$ cat config.mk
export PLATFORM = sky130hd
export DESIGN_NAME = ldm_regs
export DESIGN_NICKNAME = d
export VERILOG_FILES = /design/src/rtl/ldm_pkg.sv /design/src/rtl/ldm_flag_bit.sv /design/src/rtl/ldm_release_timer.sv /design/src/rtl/ldm_regs.sv
export SDC_FILE = /design/constraint.sdc
export NUM_CORES = 1
export LEC_CHECK = 0
export BUFFER_PORTS_ARGS = -buffer_cell sky130_fd_sc_hd__buf_2
export CAP_MARGIN = 10
export CELL_PAD_IN_SITES_DETAIL_PLACEMENT = 1
export CELL_PAD_IN_SITES_GLOBAL_PLACEMENT = 1
export CORE_MARGIN = 2
export CORE_UTILIZATION = 45
export DETAILED_ROUTE_END_ITERATION = 7
export PLACE_DENSITY = 0.8
export SLEW_MARGIN = 20
export SYNTH_ARGS = -nofsm -noshare
export SYNTH_HDL_FRONTEND = slang
export SYNTH_SLANG_ARGS = --single-unit
export TNS_END_PERCENT = 50
$ cat constraint.sdc
create_clock -name mclk -period 5.9 [get_ports mclk]
set_clock_uncertainty 0.1 [all_clocks]
set_input_delay 0.885 -clock mclk [delete_from_list [all_inputs] [get_ports mclk]]
set_output_delay 0.885 -clock mclk [all_outputs]
set_load 0.01 [all_outputs]
$ cat src/rtl/ldm_pkg.sv
// shared constants and carriers of the led driver mode and config registers
package ldm_pkg;
    // ----------------------------------------------------------------
    // register map
    // ----------------------------------------------------------------
    localparam logic [7:0] ADDR_MODE   = 8'h01;
    localparam logic [7:0] ADDR_STATUS = 8'h02;
    localparam logic [7:0] ADDR_IEN    = 8'h03;
    localparam logic [7:0] ADDR_CFG    = 8'h04;
    localparam logic [7:0] ADDR_SINK   = 8'h05;
    localparam logic [7:0] MASK_MODE   = 8'h7f;
    localparam logic [7:0] MASK_FLAGS  = 8'h1f;
    localparam logic [7:0] MASK_CFG    = 8'h7f;
    localparam logic [7:0] MASK_SINK   = 8'h7f;
    localparam logic [7:0] RESET_VALUE = 8'h00;
    // ----------------------------------------------------------------
    // field positions
    // ----------------------------------------------------------------
    localparam int BIT_INT_STYLE = 6;
    localparam int BIT_ACTIVE    = 5;
    localparam int BIT_DIM       = 4;
    localparam int BIT_GAIN_BLK  = 3;
    localparam int BIT_GROUP_SW  = 2;
    localparam int BIT_AUTO      = 1;
    localparam int BIT_BL_ON     = 0;
    localparam int BIT_SRC_SEL   = 6;
    localparam int BIT_B_PRESENT = 5;
    localparam int BIT_LVL_LO    = 3;
    localparam int BIT_LAW_LO    = 1;
    localparam int BIT_FADE_OVR  = 0;
    localparam int DIODE6_IDX    = 5;
    localparam logic [1:0] LVL_DAY    = 2'h0;
    localparam logic [1:0] LVL_OFFICE = 2'h1;
    localparam logic [1:0] LVL_DARK   = 2'h2;
    // ----------------------------------------------------------------
    // timing
    // ----------------------------------------------------------------
    localparam int CLK_HZ        = 40000000;
    localparam int RELEASE_US    = 50;
    localparam int RELEASE_CYC   = CLK_HZ / 1000000 * RELEASE_US;
    // ----------------------------------------------------------------
    // carriers
    // ----------------------------------------------------------------
    typedef struct packed {
        logic       wrEn;
        logic       rdEn;
        logic [7:0] addr;
        logic [7:0] wdata;
    } ldm_hostreq_s;
    typedef struct packed {
        logic       shortEvt;
        logic       overheatEvt;
        logic       overvoltageEvt;
        logic       sensorBEvt;
        logic       sensorAEvt;
    } ldm_events_s;
    typedef enum logic [2:0] {
        IRQ_IDLE   = 3'b001,
        IRQ_ASSERT = 3'b010,
        IRQ_HOLD   = 3'b100
    } ldm_irq_e;
endpackage : ldm_pkg

$ cat src/rtl/ldm_flag_bit.sv
// one sticky write-one-to-clear status flag
`timescale 1ns/1ps
module ldm_flag_bit
(
    input  wire logic mclk,
    input  wire logic reset,
    input  wire logic setEvt,
    input  wire logic clearOne,
    output logic      flag
);
    // ----------------------------------------------------------------
    // flag store, set beats clear
    // ----------------------------------------------------------------
    always_ff @(posedge mclk or posedge reset)
    begin
        if (reset)
            flag <= 1'b0;
        else if (setEvt)
            flag <= 1'b1;
        else if (clearOne)
            flag <= 1'b0;
    end
endmodule : ldm_flag_bit

$ cat src/rtl/ldm_release_timer.sv
// interrupt release window counter
`timescale 1ns/1ps
module ldm_release_timer
(
    input  wire logic mclk,
    input  wire logic reset,
    input  wire logic start,
    output logic      busy
);
    logic [11:0] count_r;
    // ----------------------------------------------------------------
    // count down the release window
    // ----------------------------------------------------------------
    always_ff @(posedge mclk or posedge reset)
    begin
        if (reset)
            count_r <= 12'h000;
        else if (start)
            count_r <= 12'(ldm_pkg::RELEASE_CYC);
        else if (count_r != 12'h000)
            count_r <= count_r - 12'h001;
    end
    assign busy = (count_r != 12'h000);
endmodule : ldm_release_timer

$ cat src/rtl/ldm_regs.sv
// mode, interrupt, configuration and sink assignment register bank
`timescale 1ns/1ps
module ldm_regs
(
    input  wire logic                 mclk,
    input  wire logic                 reset,
    input  wire logic                 uvloEvt,
    input  ldm_pkg::ldm_hostreq_s     hostReq,
    output logic [7:0]                rdata,
    input  ldm_pkg::ldm_events_s      events,
    input  wire logic                 dimTimeout,
    input  wire logic                 officeLevelCompareOn,
    input  wire logic                 darkLevelCompareOn,
    input  wire logic                 officeLevelCompareResult,
    input  wire logic                 darkLevelCompareResult,
    input  wire logic [6:0]           perSinkEnable,
    input  wire logic                 ledsAllOff,
    input  wire logic                 pumpNeedUp,
    input  wire logic                 pumpCanDown,
    output logic                      hostIntN,
    output logic                      activeNotSleep,
    output logic                      backlightRun,
    output logic                      dimRun,
    output logic                      pumpUp,
    output logic                      pumpDown,
    output logic [6:0]                groupSinkRun,
    output logic [6:0]                diodeIndependent,
    output logic                      sensorSourceSelect,
    output logic                      sensorBPresent,
    output logic                      diode6Disable,
    output logic [1:0]                brightnessLevel,
    output logic [1:0]                transferLaw,
    output logic                      fadeOverride
);
    logic [7:0] mode_r;
    logic [7:0] ien_r;
    logic [7:0] cfg_r;
    logic [7:0] sink_r;
    logic [4:0] flags;
    logic [4:0] setVec;
    logic [4:0] clrVec;
    logic       clrRst;
    logic       wrStatus;
    logic       pending;
    logic       relBusy;
    logic       autoOn;
    logic [1:0] autoLvl;
    ldm_pkg::ldm_irq_e irqState_r;
    ldm_pkg::ldm_irq_e irqState_nxt;

    assign clrRst   = reset | uvloEvt;
    assign autoOn   = mode_r[ldm_pkg::BIT_AUTO]
                    & (officeLevelCompareOn | darkLevelCompareOn);
    assign autoLvl  = (darkLevelCompareOn & darkLevelCompareResult)
                    ? ldm_pkg::LVL_DARK
                    : (officeLevelCompareOn & officeLevelCompareResult)
                    ? ldm_pkg::LVL_OFFICE : ldm_pkg::LVL_DAY;
    assign wrStatus = hostReq.wrEn & (hostReq.addr == ldm_pkg::ADDR_STATUS);
    // ----------------------------------------------------------------
    // host writable registers
    // ----------------------------------------------------------------
    always_ff @(posedge mclk or posedge reset)
    begin
        if (reset)
        begin
            mode_r <= ldm_pkg::RESET_VALUE;
            ien_r  <= ldm_pkg::RESET_VALUE;
            sink_r <= ldm_pkg::RESET_VALUE;
        end
        else if (uvloEvt)
        begin
            mode_r <= ldm_pkg::RESET_VALUE;
            ien_r  <= ldm_pkg::RESET_VALUE;
            sink_r <= ldm_pkg::RESET_VALUE;
        end
        else
        begin
            if (hostReq.wrEn && hostReq.addr == ldm_pkg::ADDR_MODE)
                mode_r <= hostReq.wdata & ldm_pkg::MASK_MODE;
            if (hostReq.wrEn && hostReq.addr == ldm_pkg::ADDR_IEN)
                ien_r <= hostReq.wdata & ldm_pkg::MASK_FLAGS;
            if (hostReq.wrEn && hostReq.addr == ldm_pkg::ADDR_SINK)
                sink_r <= hostReq.wdata & ldm_pkg::MASK_SINK;
            if (dimTimeout)
                mode_r[ldm_pkg::BIT_DIM] <= 1'b1;
        end
    end

    always_ff @(posedge mclk or posedge reset)
    begin
        if (reset)
            cfg_r <= ldm_pkg::RESET_VALUE;
        else if (uvloEvt)
            cfg_r <= ldm_pkg::RESET_VALUE;
        else
        begin
            if (hostReq.wrEn && hostReq.addr == ldm_pkg::ADDR_CFG)
                cfg_r <= hostReq.wdata & ldm_pkg::MASK_CFG;
            if (autoOn)
                cfg_r[ldm_pkg::BIT_LVL_LO +: 2] <= autoLvl;
        end
    end
    // ----------------------------------------------------------------
    // status flags
    // ----------------------------------------------------------------
    assign setVec = {events.shortEvt, events.overheatEvt,
                     events.overvoltageEvt, events.sensorBEvt,
                     events.sensorAEvt};
    assign clrVec = wrStatus ? hostReq.wdata[4:0] : 5'h00;

    genvar gi;
    generate
        for (gi = 0; gi < 5; gi++)
        begin : g_flag
            ldm_flag_bit u_flag
            (
                .mclk     (mclk),
                .reset    (clrRst),
                .setEvt   (setVec[gi]),
                .clearOne (clrVec[gi]),
                .flag     (flags[gi])
            );
        end
    endgenerate
    // ----------------------------------------------------------------
    // host interrupt sequencing
    // ----------------------------------------------------------------
    assign pending = |(flags & ien_r[4:0]);

    ldm_release_timer u_rel
    (
        .mclk  (mclk),
        .reset (clrRst),
        .start (wrStatus & mode_r[ldm_pkg::BIT_INT_STYLE]),
        .busy  (relBusy)
    );

    always_comb
    begin
        irqState_nxt = irqState_r;
        case (irqState_r)
            ldm_pkg::IRQ_IDLE:
                if (pending && !relBusy)
                    irqState_nxt = ldm_pkg::IRQ_ASSERT;
            ldm_pkg::IRQ_ASSERT:
                if (relBusy)
                    irqState_nxt = ldm_pkg::IRQ_HOLD;
                else if (!pending)
                    irqState_nxt = ldm_pkg::IRQ_IDLE;
            ldm_pkg::IRQ_HOLD:
                if (!relBusy)
                    irqState_nxt = ldm_pkg::IRQ_IDLE;
            default:
                irqState_nxt = ldm_pkg::IRQ_IDLE;
        endcase
    end

    always_ff @(posedge mclk or posedge reset)
    begin
        if (reset)
            irqState_r <= ldm_pkg::IRQ_IDLE;
        else if (uvloEvt)
            irqState_r <= ldm_pkg::IRQ_IDLE;
        else
            irqState_r <= irqState_nxt;
    end

    always_ff @(posedge mclk or posedge reset)
    begin
        if (reset)
            hostIntN <= 1'b1;
        else
            hostIntN <= !(irqState_nxt == ldm_pkg::IRQ_ASSERT);
    end
    // ----------------------------------------------------------------
    // read mux
    // ----------------------------------------------------------------
    always_ff @(posedge mclk or posedge reset)
    begin
        if (reset)
            rdata <= 8'h00;
        else if (hostReq.rdEn)
            case (hostReq.addr)
                ldm_pkg::ADDR_MODE:   rdata <= mode_r;
                ldm_pkg::ADDR_STATUS: rdata <= {3'h0, flags};
                ldm_pkg::ADDR_IEN:    rdata <= ien_r;
                ldm_pkg::ADDR_CFG:    rdata <= cfg_r;
                ldm_pkg::ADDR_SINK:   rdata <= sink_r;
                default:              rdata <= 8'h00;
            endcase
    end
    // ----------------------------------------------------------------
    // controls to the analog and timing blocks
    // ----------------------------------------------------------------
    always_ff @(posedge mclk or posedge reset)
    begin
        if (reset)
        begin
            activeNotSleep     <= 1'b0;
            backlightRun       <= 1'b0;
            dimRun             <= 1'b0;
            pumpUp             <= 1'b0;
            pumpDown           <= 1'b0;
            groupSinkRun       <= 7'h00;
            diodeIndependent   <= 7'h00;
            sensorSourceSelect <= 1'b0;
            sensorBPresent     <= 1'b0;
            diode6Disable      <= 1'b0;
            brightnessLevel    <= 2'h0;
            transferLaw        <= 2'h0;
            fadeOverride       <= 1'b0;
        end
        else
        begin
            activeNotSleep <= mode_r[ldm_pkg::BIT_ACTIVE];
            backlightRun   <= mode_r[ldm_pkg::BIT_BL_ON]
                            & mode_r[ldm_pkg::BIT_ACTIVE];
            dimRun         <= mode_r[ldm_pkg::BIT_DIM]
                            & mode_r[ldm_pkg::BIT_BL_ON]
                            & mode_r[ldm_pkg::BIT_ACTIVE];
            pumpUp         <= pumpNeedUp & mode_r[ldm_pkg::BIT_ACTIVE];
            pumpDown       <= pumpCanDown
                            & (!mode_r[ldm_pkg::BIT_GAIN_BLK]
                               | ledsAllOff);
            groupSinkRun   <= (perSinkEnable == 7'h00
                               && mode_r[ldm_pkg::BIT_GROUP_SW]
                               && mode_r[ldm_pkg::BIT_ACTIVE])
                            ? sink_r[6:0] : 7'h00;
            diodeIndependent   <= sink_r[6:0];
            sensorSourceSelect <= cfg_r[ldm_pkg::BIT_SRC_SEL];
            sensorBPresent     <= cfg_r[ldm_pkg::BIT_B_PRESENT];
            diode6Disable      <= cfg_r[ldm_pkg::BIT_B_PRESENT];
            brightnessLevel    <= cfg_r[ldm_pkg::BIT_LVL_LO +: 2];
            transferLaw        <= cfg_r[ldm_pkg::BIT_LAW_LO +: 2];
            fadeOverride       <= cfg_r[ldm_pkg::BIT_FADE_OVR];
        end
    end
endmodule : ldm_regs

==> results.txt <==
* Netlist area before placement: between 3000 and 4000 um^2
* Initial DRT Pass Iterations: 4
- In the routed design, unresolved DRC markers number 0.
- Summed over all layers, the global routing overflow is 0.
- Of the total power, registers draw 0.523.
* Length in cells of the worst reg-to-reg path: 4
* Clock tree from TritonCTS: done
- Register area share after synthesis: 0.574
- In the final layout, the share of cells above drive strength 1 is 0.260.
- Setup repair after global routing missed its margin: no
- The number of antenna violations at the first check in global routing was 0.
* Number of clock buffers inserted by TritonCTS: 9
- The later pin in the worst-skew pair is clocked with a latency of 0.35 ns.
* Sum of internal, switching and leakage power: 1.06 mW
- Hold Path Stages: 0
- Of the available clock period, the critical path in the final layout requires 0.439.
- Final setup violation count: 0
- Logic depth of the worst setup path including buffers: 5
- Weighted congestion at the end of routability-driven global placement: 0.842
* Total Routed Length: 8740 um
- Number of slew-limit violations in the final report: 0
- For this run, the post-layout net count is 430.
- Relative contribution of combinational cells to total power: 0.054
* Critical path arrival: 2.78 ns
- Hold_buf cts: 0
* Total of buffers placed on input and output ports: 74
- In this run, post-CTS repair resized a total of 0 instances.
* Most common library cell in the layout ignoring fill and taps: dfrtp_1
- Headroom to the max-slew limit came out at 0.470.
- Number of violations reported at the end of detailed-routing iteration 0: 119
- Cells along the critical path: buf_2 > or3b_1 > nor4_2 > and2_1 > or3b_1
- Core area: between 7000 and 8000 um^2
- The number of hold violations in the final report is 0.
* Reg-to-reg critical path startpoint: u_rel.count_r[7]$_DFFE_PP0P_
- In this run the vertical extent of the chip is between 90 and 100 um.
- Power spread over the standard cell area amounts to 256 nW/um^2.
- Once detail routing completed, the nets flagged for antenna violations numbered 0.
- Dividing the detail-routed wire length by the instance count gives 17.7 um.
- In this run the static leakage power is 2.10 nW.
- The flow ran to the end, and the final reports show no timing, DRC or antenna violations.
- Root Buffer Master: clkbuf_8
- Vias/cell: 5.40
- Synth Net Count: 359
* Crit path max fanout: 11
* Die Area: around 8500 um^2
- In this run the core area contains 32 standard-cell rows.
- Int Pwr: 813 uW
* Number of buffers between clock root and the deepest sink: 2
- The share of total power dissipated in the clock network is 0.423.
* Buffers & Inverters on Critical Path: 1
- Excluding fillers, the count of instances in the completed layout stands at 494.
- In this run the worst setup path begins at hostReq[10].
- The routed layout has roughly 2700 vias.
- The H-tree was split into 3 levels.
* Kind of cell adding the most delay to the critical path: simple AND/OR/NAND/NOR gates
* Clk pin slew, worst setup/hold paths: 0.09 ns
- The worst setup path is launched from an input port.
- Number of clock sinks seen by CTS: 80
- Type of the worst setup path: in -> reg
* P&R area growth vs syn: 18.8%
* Transition time at the pin with the least slew margin: 0.794 ns
* HPWL after DPL: ~6200 um
- First-pass GRT wire length: 14200 um
- Class of the tightest hold or removal check: reg -> reg
* Synthesis warning total: 0
- Crit-path slowest cell: nor4_2
* Proportion of register bits with asynchronous set or reset after synthesis: 1.00
- Post-Synthesis Mean Instance Area: around 11 um^2
- Setup Total Neg Slack: 0 ns
- Setup fix buffers added after clock tree synthesis: 0
* Net switching power: 251 uW
- Category of the worst setup path capture point: flip-flop
- For this run, the top clock speed supported by timing is 386 MHz.
* Capture endpoint of the worst hold path: brightnessLevel[1]$_DFF_PP0_
* Register bit count reported by yosys: 80
- The number of global-route vias before repair came to 2830.
- The endpoint identified for the worst register-to-register timing path is irqState_r[1]$_DFF_PP0_.
- Main synth FF type: dfrtp_1
- Most frequent cells in the layout: 78 x dfrtp_1, 74 x buf_2, 30 x mux2i_1
* Max Cap Violations: 0
* Critical path's largest stage delay: between 0.5 and 0.6 ns
- The worst path in the final design needs a cycle of 2.59 ns, including I/O delays and setup.
- Most common cell on crit path: or3b_1
- 77 I/O pins were placed.
- Including well taps, the total number of placed cells is 478.
- Across the VDD grid, the largest voltage drop is 0.000116 V.
- Of the total power, the share spent switching nets is 0.236.
- Overall track demand over capacity in global routing: 0.217
- Horizontal die dimension: 92.1 um
- 0 antenna diodes ended up in the layout.
- The worst hold path begins at cfg_r[4]$_DFFE_PP0P_.
- Req. time, crit path: 6.09 ns
* FF-to-FF setup slack: 3.80 ns
- EDFF count, synth: 0
- The synthesized netlist contains 47 unique library cells.
* Synthesized instance count: 316
* Largest net degree at the start of global routing: 64
- For this configuration, the core starts out at a cell density of 0.459.
[state kept, by name, indices dropped and copies added (netlist names), 2 cells and up]
signal / count
irqState_r: 3
diodeIndependent: 7
mode_r: 7
brightnessLevel: 2
u_rel.count_r: 12
groupSinkRun: 7
sink_r: 7
g_flag.u_flag.flag: 5
cfg_r: 7
ien_r: 5
rdata: 7
transferLaw: 2
[power groups by stage]
stage          logic, mW  clock network, mW  registers [mW]
6_report          0.0578              0.449           0.557
5_1_grt           0.0642              0.478           0.557
4_1_cts           0.0582              0.456           0.557
3_5_place_dp      0.0577                  0           0.567
3_3_place_gp      0.0560                  0           0.567
2_1_floorplan     0.0297                  0           0.566
[stage by stage]
stage | cell area, um^2 | util | hold slack (ns) | worst slack (ns)
4_1_cts | 4140 | 0.544 | 0.315 | 3.29
6_report | 4150 | 0.545 | 0.315 | 3.31
3_3_place_gp | 3920 | 0.515 | 0.291 | 2.93
5_1_grt | 4150 | 0.545 | 0.335 | 3.17
2_1_floorplan | 3490 | - | 0.274 | 3.35
3_5_place_dp | 3920 | 0.515 | 0.293 | 2.93
[routing by layer]
| layer | GRT usage | up-vias | wire [um] |
|---|---|---|---|
| li1 | - | 1250 | - |
| met4 | 0.0647 | 0 | 122 |
| met3 | 0.0468 | 13 | 361 |
| met5 | 0 | - | 0 |
| met1 | 0.277 | 1344 | 3810 |
| met2 | 0.371 | 60 | 4440 |
[Yosys cell counts, drive strengths merged (2+ instances only)]
cell type	n	area, um^2
nor3b	2	15.0
nor4b	2	32.5
ha	2	25.0
or3b	3	26.3
buf	10	62.6
and2	11	68.8
a21oi	15	75.1
or3	4	25.0
o31ai	3	22.5
nor2	27	101
mux2	2	22.5
nand2	20	75.1
clkbuf	6	22.5
o21ai	8	40.0
nand3	6	30.0
nand2b	4	25.0
xnor2	2	17.5
nand3b	2	15.0
nor4	6	43.8
a211o	2	17.5
dfrtp	78	1950
and3	2	12.5
a21o	6	45.0
inv	19	71.3
nor3	3	15.0
a211oi	3	22.5
a21boi	3	22.5
or4	6	52.6
dfstp	2	52.6
o22ai	12	75.1
a22oi	3	22.5
nand4	4	25.0
mux2i	30	300
[worst max-delay path by stage]
stage	to	slack, ns
global placement	u_rel.count_r[1]$_DFFE_PP0P_	2.93
CTS	u_rel.count_r[8]$_DFFE_PP0P_	3.29
detailed placement	u_rel.count_r[8]$_DFFE_PP0P_	2.93
finish	u_rel.count_r[8]$_DFFE_PP0P_	3.31
floorplan	activeNotSleep$_DFF_PP0_	3.35
global route	u_rel.count_r[8]$_DFFE_PP0P_	3.17
[final cells by class]
cell class                 count  area (um^2)
tap                          102          128
sequential                    80         2000
clock buffer                  10          128
fill                         872         3460
inverter                      19         71.3
clock inverter                 6         93.8
timing repair buffer          76          385
multi-input combinational    201         1340
[cells by family (layout without fill, tap and decap cells)]
kind of cell    count (synthesis)  after routing  share of synthesized area
compound gates                 58             58                      0.106
flops                          80             80                      0.574
simple gates                  106            106                      0.170
xor+xnor                        2              2                    0.00502
buf+inv                        35            111                     0.0448
fa+ha+maj                       2              2                    0.00716
other cells                     1              1                    0.00107
mux                            32             32                     0.0924
Power figures use the tool's default switching activity.
